$ cat src/hdl/adc_ctrl_map.vh
// Register offsets, field positions, reset values and timing counts of the converter control block.
`ifndef ADC_CTRL_MAP_VH
`define ADC_CTRL_MAP_VH

// Byte addresses of the 32-bit register words.
`define ADDR_CTRL0      4'h0
`define ADDR_CTRL1      4'h4
`define ADDR_RES_HIGH   4'h8
`define ADDR_RES_LOW    4'hc

// Control register 0 fields.
`define CTRL0_START_BIT 0
`define CTRL0_ON_BIT    1
`define CTRL0_CHS_LSB   2
`define CTRL0_CHS_MSB   5
`define CTRL0_DONE_BIT  6
`define CTRL0_IEN_BIT   7

// Control register 1 fields.
`define CTRL1_PREF_LSB  0
`define CTRL1_PREF_MSB  1
`define CTRL1_CS_LSB    4
`define CTRL1_CS_MSB    6
`define CTRL1_FMT_BIT   7

// Reset values.
`define CTRL0_RESET     8'h00
`define CTRL1_RESET     8'h00

// Positive reference codes.
`define PREF_VDD        2'h0
`define PREF_PIN        2'h2
`define PREF_FIXED      2'h3

// Conversion clock code selecting the dedicated RC clock.
`define CS_RC           3'h7

// Conversion length in half bit periods: 11.5 periods.
`define CONV_HALF_PERIODS 5'h17

`endif

$ cat src/hdl/adc_clock_gen.v
// Conversion clock tick generator: divided system clock or dedicated RC clock.
`timescale 1ns/1ps
`default_nettype none
`include "adc_ctrl_map.vh"

module adc_clock_gen #(
  parameter DIV_W = 6
) (
  input  wire       clk_i,
  input  wire       sys_rst_i,
  input  wire       run_i,
  input  wire [2:0] clock_select_i,
  input  wire       rc_clock_i,
  output reg        half_tick_o
);

  reg  [DIV_W-1:0] div_q;
  reg  [DIV_W-1:0] div_d;
  reg  [DIV_W-1:0] limit;
  reg              rc_s1_q;
  reg              rc_s2_q;
  reg              rc_s3_q;

  // Half period is 2^code system clocks for codes 0..5, so fosc is divided by 2^(code+1); code 0 means divide by 2.
  always @* begin
    limit = {DIV_W{1'b0}};
    case (clock_select_i)
      3'h0:    limit = 6'd0;
      3'h1:    limit = 6'd1;
      3'h2:    limit = 6'd3;
      3'h3:    limit = 6'd7;
      3'h4:    limit = 6'd15;
      3'h5:    limit = 6'd31;
      default: limit = 6'd0;
    endcase
  end

  always @* begin
    div_d = div_q + 6'd1;
    if (!run_i || div_q >= limit) begin
      div_d = {DIV_W{1'b0}};
    end
  end

  // The RC clock is foreign; two flops settle it before the edge detector looks.
  always @(posedge clk_i) begin
    if (sys_rst_i) begin
      div_q       <= {DIV_W{1'b0}};
      rc_s1_q     <= 1'b0;
      rc_s2_q     <= 1'b0;
      rc_s3_q     <= 1'b0;
      half_tick_o <= 1'b0;
    end else begin
      div_q   <= div_d;
      rc_s1_q <= rc_clock_i;
      rc_s2_q <= rc_s1_q;
      rc_s3_q <= rc_s2_q;
      if (clock_select_i == `CS_RC) begin
        half_tick_o <= run_i & (rc_s2_q ^ rc_s3_q);
      end else begin
        half_tick_o <= run_i & (div_q >= limit);
      end
    end
  end

endmodule // adc_clock_gen
`default_nettype wire

$ cat src/hdl/adc_ctrl.v
// Converter control, Wishbone register file and successive-approximation sequencer.
// Functional notes
// - The channel select field picks the one input fed to sample-and-hold.
// - Positive reference comes from pin, supply rail or fixed-reference buffer.
// - Negative reference is always ground; no field selects it.
// - Conversion clock is fosc divided by 2..64 or the RC clock.
// - A 10-bit conversion takes 11.5 bit-conversion periods.
// - Divided clocks follow the system clock; only RC stays independent.
// - Right-justified: top two result bits in high register bits 1:0.
// - Right-justified: low eight result bits in the low result register.
//
// The Wishbone slave port and the address map were chosen for this implementation.
`timescale 1ns/1ps
`default_nettype none
`include "adc_ctrl_map.vh"

module adc_ctrl #(
  parameter RES_W = 10
) (
  input  wire        clk_i,
  input  wire        sys_rst_i,
  input  wire        wb_cyc_i,
  input  wire        wb_stb_i,
  input  wire        wb_we_i,
  input  wire [3:0]  wb_adr_i,
  input  wire [3:0]  wb_sel_i,
  input  wire [31:0] wb_dat_i,
  output reg  [31:0] wb_dat_o,
  output reg         wb_ack_o,
  input  wire        rc_clock_i,
  input  wire        comparator_i,
  output reg  [3:0]  channel_select_o,
  output reg  [1:0]  positive_ref_select_o,
  output wire        negative_ref_ground_o,
  output reg         sample_hold_o,
  output reg  [9:0]  dac_trial_o,
  output reg         irq_o
);

  reg  [7:0]       ctrl0_q;
  reg  [7:0]       ctrl1_q;
  reg  [RES_W-1:0] result_q;
  reg  [RES_W-1:0] sar_q;
  reg  [4:0]       half_cnt_q;
  reg  [1:0]       state_q;
  reg  [7:0]       res_high;
  reg  [7:0]       res_low;
  reg  [31:0]      rd_data;
  wire             half_tick;
  wire             wr_en;
  wire             rd_req;
  wire             conv_done;
  wire [3:0]       bit_idx;
  wire             trial_phase;
  wire             compare_phase;

  // Sequencer states; the unused code falls back to idle.
  localparam ST_IDLE   = 2'h0;
  localparam ST_SAMPLE = 2'h1;
  localparam ST_CONV   = 2'h2;

  // The tick generator clears its divider while the sequencer is idle, so each conversion on a divided clock starts on a whole period.
  adc_clock_gen #(
    .DIV_W (6)
  ) u_clock_gen (
    .clk_i          (clk_i),
    .sys_rst_i      (sys_rst_i),
    .run_i          (state_q != ST_IDLE),
    .clock_select_i (ctrl1_q[`CTRL1_CS_MSB:`CTRL1_CS_LSB]),
    .rc_clock_i     (rc_clock_i),
    .half_tick_o    (half_tick)
  );

  // The registered ack masks a held request in its answer cycle, so no access is taken twice.
  assign wr_en  = wb_cyc_i & wb_stb_i & wb_we_i & ~wb_ack_o & wb_sel_i[0];
  assign rd_req = wb_cyc_i & wb_stb_i & ~wb_ack_o;

  assign negative_ref_ground_o = 1'b1;

  // Half periods 0..1 sample, then pair n (n = 1..10) resolves bit 10 - n, msb first.
  assign bit_idx       = 4'd10 - half_cnt_q[4:1];
  // A trial word is shown for a whole bit period and judged at the end of its second half.
  assign trial_phase   = (state_q == ST_CONV) && (half_cnt_q >= 5'h02) && (half_cnt_q <= 5'h15);
  assign compare_phase = trial_phase && half_cnt_q[0];
  // The last half period resolves no bit; it only closes the conversion.
  // 11.5 bit periods long
  assign conv_done     = (state_q == ST_CONV) && half_tick && (half_cnt_q == `CONV_HALF_PERIODS - 5'd1);

  always @* begin
    if (ctrl1_q[`CTRL1_FMT_BIT]) begin
      res_high = {6'h00, result_q[9:8]};
      res_low  = result_q[7:0];
    end else begin
      // Left-justified: the top eight bits in the high register, the last two at the top of the low one.
      res_high = result_q[9:2];
      res_low  = {result_q[1:0], 6'h00};
    end
  end

  always @* begin
    // Unmapped addresses read as zero.
    rd_data = 32'h0000_0000;
    case (wb_adr_i)
      `ADDR_CTRL0:    rd_data = {24'h00_0000, ctrl0_q};
      `ADDR_CTRL1:    rd_data = {24'h00_0000, ctrl1_q};
      `ADDR_RES_HIGH: rd_data = {24'h00_0000, res_high};
      `ADDR_RES_LOW:  rd_data = {24'h00_0000, res_low};
      default:        rd_data = 32'h0000_0000;
    endcase
  end

  always @(posedge clk_i) begin
    if (sys_rst_i) begin
      ctrl0_q    <= `CTRL0_RESET;
      ctrl1_q    <= `CTRL1_RESET;
      result_q   <= {RES_W{1'b0}};
      sar_q      <= {RES_W{1'b0}};
      half_cnt_q <= 5'h00;
      state_q    <= ST_IDLE;
      wb_ack_o   <= 1'b0;
      wb_dat_o   <= 32'h0000_0000;
    end else begin
      wb_ack_o <= rd_req;
      if (rd_req) begin
        wb_dat_o <= rd_data;
      end
      if (wr_en) begin
        case (wb_adr_i)
          `ADDR_CTRL0: begin
            ctrl0_q[`CTRL0_ON_BIT]                     <= wb_dat_i[`CTRL0_ON_BIT];
            ctrl0_q[`CTRL0_CHS_MSB:`CTRL0_CHS_LSB]     <= wb_dat_i[`CTRL0_CHS_MSB:`CTRL0_CHS_LSB];
            ctrl0_q[`CTRL0_IEN_BIT]                    <= wb_dat_i[`CTRL0_IEN_BIT];
            // Writing zero clears the done flag; a completion in this cycle wins below.
            if (!wb_dat_i[`CTRL0_DONE_BIT]) begin
              ctrl0_q[`CTRL0_DONE_BIT] <= 1'b0;
            end
            if (wb_dat_i[`CTRL0_START_BIT] && ctrl0_q[`CTRL0_ON_BIT] && state_q == ST_IDLE) begin
              ctrl0_q[`CTRL0_START_BIT] <= 1'b1;
            end
          end
          `ADDR_CTRL1:    ctrl1_q <= {wb_dat_i[7:4], 2'b00, wb_dat_i[1:0]};
          // The result registers stay writable; the next completion overwrites them.
          `ADDR_RES_HIGH: result_q[9:8] <= wb_dat_i[1:0];
          `ADDR_RES_LOW:  result_q[7:0] <= wb_dat_i[7:0];
          default:        ;
        endcase
      end
      case (state_q)
        ST_IDLE: begin
          half_cnt_q <= 5'h00;
          // A new start clears the previous trial bits.
          if (ctrl0_q[`CTRL0_START_BIT]) begin
            state_q <= ST_SAMPLE;
            sar_q   <= {RES_W{1'b0}};
          end
        end
        ST_SAMPLE: begin
          state_q <= ST_CONV;
          // Clearing the enable before the first tick drops the request as well.
          if (!ctrl0_q[`CTRL0_ON_BIT]) begin
            ctrl0_q[`CTRL0_START_BIT] <= 1'b0;
            state_q                   <= ST_IDLE;
          end
        end
        ST_CONV: begin
          if (half_tick) begin
            half_cnt_q <= half_cnt_q + 5'h01;
            // Compare on the second half of each bit period.
            if (compare_phase) begin
              sar_q[bit_idx] <= comparator_i;
            end
          end
          if (conv_done) begin
            result_q                  <= sar_q;
            ctrl0_q[`CTRL0_DONE_BIT]  <= 1'b1;
            ctrl0_q[`CTRL0_START_BIT] <= 1'b0;
            state_q                   <= ST_IDLE;
          end
          if (!ctrl0_q[`CTRL0_ON_BIT]) begin
            ctrl0_q[`CTRL0_START_BIT] <= 1'b0;
            state_q                   <= ST_IDLE;
          end
        end
        default: state_q <= ST_IDLE;
      endcase
    end
  end

  // Trial word: resolved bits so far plus the bit under test.
  always @(posedge clk_i) begin
    if (sys_rst_i) begin
      channel_select_o      <= 4'h0;
      positive_ref_select_o <= `PREF_VDD;
      sample_hold_o         <= 1'b0;
      dac_trial_o           <= 10'h000;
      irq_o                 <= 1'b0;
    end else begin
      channel_select_o      <= ctrl0_q[`CTRL0_CHS_MSB:`CTRL0_CHS_LSB];
      positive_ref_select_o <= ctrl1_q[`CTRL1_PREF_MSB:`CTRL1_PREF_LSB];
      // Sample-and-hold tracks the input for the first bit period, while the trial word stays zero.
      sample_hold_o         <= (state_q == ST_CONV) && (half_cnt_q < 5'h02);
      if (trial_phase) begin
        dac_trial_o <= sar_q | (10'h001 << bit_idx);
      end else begin
        dac_trial_o <= 10'h000;
      end
      // The request is a level; it falls once software clears the done flag.
      // interrupt request
      irq_o <= ctrl0_q[`CTRL0_DONE_BIT] & ctrl0_q[`CTRL0_IEN_BIT];
    end
  end

endmodule // adc_ctrl
`default_nettype wire

$ cat config.mk
export PLATFORM = sky130hd
export DESIGN_NAME = adc_ctrl
export DESIGN_NICKNAME = d
export VERILOG_FILES = /design/src/hdl/adc_clock_gen.v /design/src/hdl/adc_ctrl.v
export VERILOG_INCLUDE_DIRS = /design/src /design/src/hdl
export SDC_FILE = /design/constraint.sdc
export NUM_CORES = 1
export LEC_CHECK = 0
export ABC_AREA = 1
export BUFFER_PORTS_ARGS = -buffer_cell sky130_fd_sc_hd__buf_2
export CORE_MARGIN = 5
export CORE_UTILIZATION = 45
export DETAILED_ROUTE_END_ITERATION = 12
export PLACE_DENSITY_LB_ADDON = 0.15
export SYNTH_ARGS = -nofsm -noshare
export SYNTH_HDL_FRONTEND = slang
export SYNTH_SLANG_ARGS = --single-unit
$ cat constraint.sdc
create_clock -name clk_i -period 1.82 [get_ports clk_i]
set_clock_uncertainty 0.1 [all_clocks]
set_input_delay 0.273 -clock clk_i [delete_from_list [all_inputs] [get_ports clk_i]]
set_output_delay 0.273 -clock clk_i [all_outputs]
set_load 0.02 [all_outputs]
==> results.tsv, run 1 <==
stage	metric	value	unit
power_and_ir_drop	p_per_area	844	mW/mm^2
route	viasPerCell	4.92	
yosys	synthesis.area_per_instance	7.38	sq um
critical_path	required	2010	ps
cells_and_area	nNetsFinal	650	
route	ant_nets	0	
route	totalWireLength	8.71	mm
timing	finalHoldViolations	0	
power_and_ir_drop	p_leak	0.00207	uW
yosys	synthTopCellsByCount	dfxtp_1, nand2_1, inv_1, nor2_1, a21oi_1	
clock_network	cts_sinks	78	
yosys	netlist_area	0.00393	sq mm
timing	fin_crit	1720	ps
timing	hold_ws	37.9	ps
clock_network	cts_made_buffers	9	
yosys	synth-seq-cells	78	
route	drtPass1Iterations	5	
yosys	synthTopCellsByArea	dfxtp_1, nand2_1, inv_1	
global_routing	grt_overflow_total	0	
worst_hold_path	hold_class	input pin to flop	
global_routing	grt_first_pass_wirelength	14.0	mm
global_routing	antenna_found_initial	0	
cells_and_area	area_growth_syn_to_layout	15.1	%
floorplan	coreArea	0.00864	sq mm
clock_network	cts_tree	yes	
floorplan	die_area	0.0107	sq mm
route	drt_iter0_drc	149	
floorplan	die_x	103	um
clock_network	cts_buffer_depth	2	
yosys	ys_warn_count	0	
route	vias	3467	
clock_network	cts_hold_buf	0	
timing	max_freq	582	MHz
clock_network	clkLatencyLatePin	340	ps
outcome	run_status	complete, no violations	
timing	fin_crit_sh	0.944	
floorplan	start_util	0.455	
flow_run	maxCapViolations	0	
yosys	synth-async-reset-ratio	0	
critical_path	worst-path-max-fanout	6	
global_routing	grt_pass1_vias	3085	
floorplan	die_h	103	um
yosys	synth.top_cell.area_share	0.397	
clock_network	cts-root-buf	clkbuf_8	
route	drc_errors	0	
placed_design	dp.final_hpwl	6.72	mm
yosys	ys_seq_area_frac	0.397	
placed_design	place.gp.congestion	0.846	
global_routing	gr-usage-all-layers	0.166	
cells_and_area	fin_util	0.524	
cells_and_area	drive_gt1_frac	0.227	
critical_path	path_class	flop to flop	
yosys	synthDistinctLibCells	40	
clock_network	clk_pin_slew	90	ps
yosys	synthFlopType	dfxtp_1	
placed_design	port_buffers	46	
yosys	synth_most_common_cell	dfxtp_1	
cells_and_area	diodes	0	
power_and_ir_drop	ir_drop	0.590	mV
yosys	synth_cells	533	
floorplan	rows	34	
critical_path	cp-end-kind	flop	
timing	setup_violations	0	
yosys	synth_edf_count	0	
critical_path	critPathArrivalTime	1910	ps
yosys	yosysTopAreaCell	dfxtp_1	
clock_network	htree_levels	3	
floorplan	io_pins	99	
route	wl_per_cell	12.4	um
global_routing	grt_max_degree	36	
critical_path	crit_path_start_kind	flop	
timing	drv_slew	0	
-- flip-flops by register name, indices dropped and copies added, names as in the netlist, 2 cells and up --
signal                 count
channel_select_o           4
ctrl0_q                    8
ctrl1_q                    6
dac_trial_o               10
half_cnt_q                 5
positive_ref_select_o      2
result_q                  10
sar_q                     10
state_q                    2
u_clock_gen.div_q          6
wb_dat_o                   8
-- repair_timing --
action	CTS	global route
buffers inserted	1	0
cloned	0	0
pin swaps	1	8
gates resized for setup	0	29
setup endpoints to repair	6	26
-- per-layer routing --
layer / track usage / wire, um
met2: 0.268 / 4190
met1: 0.221 / 3890
met5: 0 / 0
met4: 0.0478 / 111
met3: 0.0396 / 525
-- layout by cell type (no fill, tap or decap), types with 5 or more instances in the layout --
master    instances
buf_2            46
nor2_4            6
a21oi_1          46
buf_4            14
inv_2            16
ha_1              8
o21ai_1          47
nor2_2            5
nand4_1           5
o21ai_0          18
clkbuf_8          9
nand3_1          13
nand3_2           5
nand2_1          77
inv_1            71
conb_1           25
dfxtp_1          74
nor2_1           52
nor3_1            5
-- metrics by stage --
stage	power (uW)	area, sq um	setup TNS [ps]	cells	setup WS [ps]
after floorplan	2510	4020	0	556	93.8
after global placement	2640	4230	-186	687	-33.0
after detailed placement	2650	4230	-321	687	-59.2
after CTS	3850	4420	0	704	3.58
after global routing	4060	4530	-115	704	-23.9
final	3820	4530	0	704	102
-- cells by family (layout without fill, tap and decap cells) --
kind of cell    after synthesis  in the layout  share of synthesized area
simple gates                180            180                      0.223
buf+inv                     128            168                      0.152
compound gates              127            127                      0.174
flops                        78             78                      0.397
fa+ha+maj                    12             12                     0.0382
xor+xnor                      5              5                     0.0111
other cells                   2             25                    0.00191
mux                           1              1                    0.00255
-- critical path, stage by stage, from the launching register on --
cell	delay (ps)
dfxtp_2	350
inv_1	70
nor2_4	170
inv_2	60
ha_4	210
nand2_1	60
nand2_1	60
a211oi_2	230
nand4_1	130
buf_6	160
nor2_1	70
-- final timing paths --
check	startpoint	to	slack (ps)	cells past startpoint
min	rc_clock_i	u_clock_gen.rc_s1_q	40	3
max	ctrl1_q[6]	u_clock_gen.div_q[4]	100	10
min reg2reg	u_clock_gen.rc_s1_q	u_clock_gen.rc_s2_q	310	2
max reg2reg	ctrl1_q[6]	u_clock_gen.div_q[4]	100	10
-- cell type report --
type,instances,area [sq um]
clock buffer,9,124
sequential,78,1570
tap,108,135
clock inverter,7,57.6
timing repair buffer,61,347
inverter,91,347
fill,849,4110
multi-input combinational,350,1950
-- power breakdown --
part           internal (uW)  total (uW)  leakage (uW)  switching (uW)
sequential              1750        1770      0.000632            28.4
combinational            290         856       0.00135             566
clock                    514        1190     0.0000881             677
total                   2550        3820       0.00207            1270
Power figures use the tool's default switching activity.
==> run 2, diff against run 1 <==
--- a/config.mk
+++ b/config.mk
@@ -9,7 +9,7 @@
 export ABC_AREA = 1
 export BUFFER_PORTS_ARGS = -buffer_cell sky130_fd_sc_hd__buf_2
 export CORE_MARGIN = 5
-export CORE_UTILIZATION = 45
+export CORE_UTILIZATION = 35
 export DETAILED_ROUTE_END_ITERATION = 12
 export PLACE_DENSITY_LB_ADDON = 0.15
 export SYNTH_ARGS = -nofsm -noshare
==> results.tsv, run 2 (synthesis results as in run 1) <==
stage	metric	value	unit
outcome	run_status	complete, no violations	
timing	fin_crit_sh	0.940	
cells_and_area	final_common_cell	nand2_1	
timing	max_freq	584	MHz
critical_path	path_delay_family	simple AND/OR/NAND/NOR gates	
clock_network	cts-root-buf	clkbuf_16	
clock_network	cts_buffer_depth	2	
critical_path	r2r_end	u_clock_gen.div_q[2]	
global_routing	antenna_found_initial	0	
route	wl_per_cell	12.7	um
critical_path	r2r_cells	10	
timing	hold_ws	37.8	ps
route	viasPerCell	4.60	
global_routing	grt_overflow_total	0	
timing	finalHoldViolations	0	
route	drtPass1Iterations	4	
route	totalWireLength	9.35	mm
cells_and_area	final_cell_mix	nand2_1, dfxtp_1, inv_1, nor2_1, o21ai_1	
floorplan	rows	38	
critical_path	critPathArrivalTime	1880	ps
global_routing	grt_max_degree	24	
floorplan	coreArea	0.0109	sq mm
placed_design	dp.final_hpwl	7.19	mm
critical_path	worst-path-max-fanout	6	
cells_and_area	fillerInstances	1137	
timing	drv_slew	0	
power_and_ir_drop	power	4610	uW
worst_hold_path	hold_start	rc_clock_i	
global_routing	grt_first_pass_wirelength	15.0	mm
cells_and_area	diodes	0	
floorplan	io_pins	99	
floorplan	die_area	0.0135	sq mm
worst_hold_path	hold_class	input pin to flop	
floorplan	die_h	116	um
route	vias	3396	
cells_and_area	fin_util	0.431	
route	drc_errors	0	
critical_path	path_class	flop to flop	
power_and_ir_drop	p_per_area	977	mW/mm^2
critical_path	path_cells	inv_2 > nor2_4 > inv_1 > ha_4 > nand2_1 > nand2_1 > a211oi_2 > nand4_1 > buf_6 > nor2_1	
route	drt_iter0_drc	149	
power_and_ir_drop	p_leak	0.00215	uW
worst_hold_path	hold_depth	3	
worst_hold_path	worst_hold_path.endpoint	u_clock_gen.rc_s1_q	
floorplan	die_x	116	um
clock_network	htree_levels	3	
clock_network	cts_made_buffers	9	
clock_network	clkLatencyLatePin	330	ps
critical_path	slowest_delay	330	ps
placed_design	place.gp.congestion	0.872	
global_routing	grt_pass1_vias	3052	
clock_network	cts_tree	yes	
route	ant_nets	0	
cells_and_area	nNetsFinal	653	
cells_and_area	area_growth_syn_to_layout	19.9	%
cells_and_area	drive_gt1_frac	0.225	
timing	fin_crit	1710	ps
critical_path	cp-end-kind	flop	
critical_path	reg2reg_slack	110	ps
placed_design	port_buffers	46	
critical_path	crit_slowest_cell	dfxtp_2	
critical_path	required	1990	ps
clock_network	cts_sinks	78	
floorplan	start_util	0.360	
cells_and_area	reg.largest.list	dac_trial_o (10), result_q (10), sar_q (10)	
critical_path	crit_buf_inv	3	
flow_run	maxCapViolations	0	
timing	fin_setup_tns	0	ps
critical_path	cp_common_cell	nand2_1	
timing	setup_violations	0	
power_and_ir_drop	ir_drop	0.383	mV
global_routing	gr-usage-all-layers	0.142	
critical_path	crit_path_start_kind	flop	
critical_path	reg2reg_from	ctrl1_q[6]	
clock_network	clk_pin_slew	60	ps
-- run 2: timing repair --
action	CTS	global route
hold buffers	0	0
setup endpoints to repair	8	27
pin swaps	1	7
buffers inserted	1	2
gates resized for setup	2	24
-- run 2: area by class of cell --
cell class                      instances  area (sq um)  area share
Clock buffer                           10           229      0.0486
Clock inverter                          6          86.3      0.0183
Inverter                               91           344      0.0730
Tap cell                              140           175      0.0372
Multi-Input combinational cell        350          1940       0.412
Timing Repair Buffer                   64           369      0.0783
Sequential cell                        78          1570       0.333
-- run 2: routing by layer --
layer,share of wire,vias to the layer above,GRT usage
li1,-,1780,-
met1,0.48,1532,0.197
met2,0.45,69,0.218
met3,0.050,15,0.0277
met4,0.016,0,0.0534
met5,0,-,0
-- run 2: through the flow --
stage,instance area [sq um],worst slack (ps),instances
2_1_floorplan,4020,93.8,556
3_3_place_gp,4280,-34.4,720
3_5_place_dp,4280,-83.1,720
4_1_cts,4610,-0.384,737
5_1_grt,4710,-3.35,739
6_report,4710,109,739
-- run 2: worst max path at each step --
stage | from | to | slack [ps] | cells after the start
finish | ctrl1_q[6] | u_clock_gen.div_q[2] | 110 | 10
global route | ctrl1_q[5] | u_clock_gen.div_q[3] | -3 | 10
CTS | state_q[0] | result_q[4] | -0.4 | 9
detailed placement | ctrl1_q[6] | u_clock_gen.div_q[5] | -80 | 9
global placement | ctrl1_q[6] | u_clock_gen.div_q[3] | -30 | 9
floorplan | ctrl1_q[6] | u_clock_gen.div_q[0] | 90 | 9
-- run 2: power breakdown --
| part | switching, uW | leakage, uW | internal, uW |
|---|---|---|---|
| combinational | 594 | 0.00137 | 329 |
| clock | 711 | 0.000152 | 1200 |
| sequential | 28.1 | 0.000632 | 1750 |
-- run 2: tightest hold or removal path, delay by kind of cell --
kind / cells / cell delay, ps
buffers and inverters: 2 / 100
AND/OR/NAND/NOR: 1 / 60
==> run 3, diff against run 2 <==
--- a/config.mk
+++ b/config.mk
@@ -9,9 +9,9 @@
 export ABC_AREA = 1
 export BUFFER_PORTS_ARGS = -buffer_cell sky130_fd_sc_hd__buf_2
 export CORE_MARGIN = 5
-export CORE_UTILIZATION = 35
+export CORE_UTILIZATION = 48
 export DETAILED_ROUTE_END_ITERATION = 12
-export PLACE_DENSITY_LB_ADDON = 0.15
+export PLACE_DENSITY = 0.76
 export SYNTH_ARGS = -nofsm -noshare
 export SYNTH_HDL_FRONTEND = slang
 export SYNTH_SLANG_ARGS = --single-unit
==> results.tsv, run 3 (synthesis results as in run 1) <==
stage	metric	value	unit
timing	fin_crit	1790	ps
critical_path	cp-end-kind	flop	
cells_and_area	final_common_cell	nand2_1	
worst_hold_path	hold_class	input pin to flop	
placed_design	port_buffers	46	
floorplan	die_h	101	um
clock_network	cts_made_buffers	9	
route	vias	3449	
cells_and_area	fin_util	0.556	
cells_and_area	area_growth_syn_to_layout	14.4	%
global_routing	grt_pass1_vias	3253	
placed_design	dp.final_hpwl	6.55	mm
timing	rsz0062_at_grt	true	
route	totalWireLength	8.45	mm
floorplan	die_x	101	um
clock_network	cts_buffer_depth	2	
clock_network	cts_tree	yes	
cells_and_area	final_cells	702	
cells_and_area	diodes	0	
route	wl_per_cell	12.0	um
power_and_ir_drop	ir_drop	0.553	mV
timing	setup_violations	0	
cells_and_area	stdcell_area	0.00450	sq mm
route	drtPass1Iterations	4	
critical_path	worst-path-max-fanout	6	
floorplan	rows	33	
global_routing	use_met1	0.220	
flow_run	maxCapViolations	0	
timing	finalHoldViolations	0	
global_routing	grt_overflow_total	0	
global_routing	grt_max_degree	24	
critical_path	critPathArrivalTime	1960	ps
global_routing	gr-usage-all-layers	0.175	
clock_network	clk_pin_slew	80	ps
floorplan	io_pins	99	
critical_path	crit_path_start_kind	flop	
floorplan	die_area	0.0101	sq mm
critical_path	required	2000	ps
global_routing	busiest_layer	met2	
placed_design	place_inst	685	
clock_network	cts-root-buf	clkbuf_8	
critical_path	crit_buf_inv	2	
critical_path	cp_common_cell	nor2_1	
critical_path	path_class	flop to flop	
clock_network	cts_sinks	78	
timing	drv_slew	0	
critical_path	path_delay_family	simple AND/OR/NAND/NOR gates	
route	ant_nets	0	
floorplan	start_util	0.486	
timing	fin_setup_tns	0	ps
global_routing	grt_use_met2	0.290	
power_and_ir_drop	p_leak	0.00208	uW
route	viasPerCell	4.91	
clock_network	clkLatencyLatePin	350	ps
floorplan	coreArea	0.00809	sq mm
cells_and_area	fillerInstances	746	
route	drc_errors	0	
timing	hold_ws	23.2	ps
global_routing	grt_first_pass_wirelength	14.4	mm
placed_design	place.gp.congestion	0.926	
route	drt_iter0_drc	194	
critical_path	path_cells	inv_4 > nor2_4 > nor2_2 > ha_1 > inv_1 > nor2_1 > o211ai_1 > nand4_1 > nor2_1	
global_routing	met3_usage	0.0408	
cells_and_area	final_cell_mix	nand2_1, dfxtp_1, inv_1, nor2_1, o21ai_1	
power_and_ir_drop	p_per_area	853	mW/mm^2
global_routing	antenna_found_initial	0	
critical_path	crit_slowest_cell	dfxtp_4	
critical_path	slowest_delay	390	ps
cells_and_area	reg.largest.list	dac_trial_o (10), result_q (10), sar_q (10)	
clock_network	htree_levels	3	
outcome	run_status	complete, no violations	
timing	fin_crit_sh	0.982	
cells_and_area	drive_gt1_frac	0.219	
placed_design	placed_area	0.00424	sq mm
clock_network	cts_hold_buf	0	
timing	max_freq	560	MHz
cells_and_area	nNetsFinal	651	
[run 3: cell count changes in the layout (fill, tap and decap cells not counted), moves of 2 or more]
cell / delta
buf_4: -2
bufinv_16: -2
clkbuf_16: -9
clkbuf_8: +11
inv_1: -2
inv_2: +2
nor2_1: +2
[run 3: cell type report]
| cell class | instances | area, sq um | share of cell area |
|---|---|---|---|
| multi-input combinational | 350 | 1920 | 0.426 |
| sequential | 78 | 1570 | 0.349 |
| timing repair buffer | 62 | 354 | 0.0787 |
| inverter | 91 | 344 | 0.0765 |
| clock buffer | 11 | 151 | 0.0337 |
| tap | 105 | 131 | 0.0292 |
| clock inverter | 5 | 33.8 | 0.00751 |
[run 3: worst paths after layout]
| check | from | to | slack (ps) | cells past startpoint |
|---|---|---|---|---|
| max | ctrl1_q[5] | u_clock_gen.div_q[2] | 30 | 9 |
| min | rc_clock_i | u_clock_gen.rc_s1_q | 20 | 3 |
| max reg2reg | ctrl1_q[5] | u_clock_gen.div_q[2] | 30 | 9 |
| min reg2reg | u_clock_gen.rc_s1_q | u_clock_gen.rc_s2_q | 310 | 2 |
[run 3: per-stage QoR]
step                      power, uW  worst slack (ps)
after floorplan                2510              93.8
after global placement         2630              19.9
after detailed placement       2670             -40.9
after CTS                      3850              5.28
after global routing           4050              -116
final                          3840              33.3
[run 3: where the power goes]
part	switching (uW)	internal, uW
logic	584	293
registers	31.0	1750
clock network	617	567
total	1230	2610
[run 3: routing by layer]
metal	vias up	wire length [um]
met4	0	161
met3	14	544
met2	97	4060
met5	-	0
met1	1562	3690
li1	1776	-
[run 3: worst register-to-register path, stage by stage, from the launching register on]
cell	delay, ps
dfxtp_4	390
inv_4	60
nor2_4	110
nor2_2	50
ha_1	300
inv_1	60
nor2_1	30
o211ai_1	190
nand4_1	260
nor2_1	170
[run 3: what timing repair did]
item / in CTS / in global routing
pin swaps: 4 / 13
gates resized for setup: 6 / 17
setup endpoints to repair: 7 / 25
setup buffers: 0 / 1
gates cloned: 0 / 0
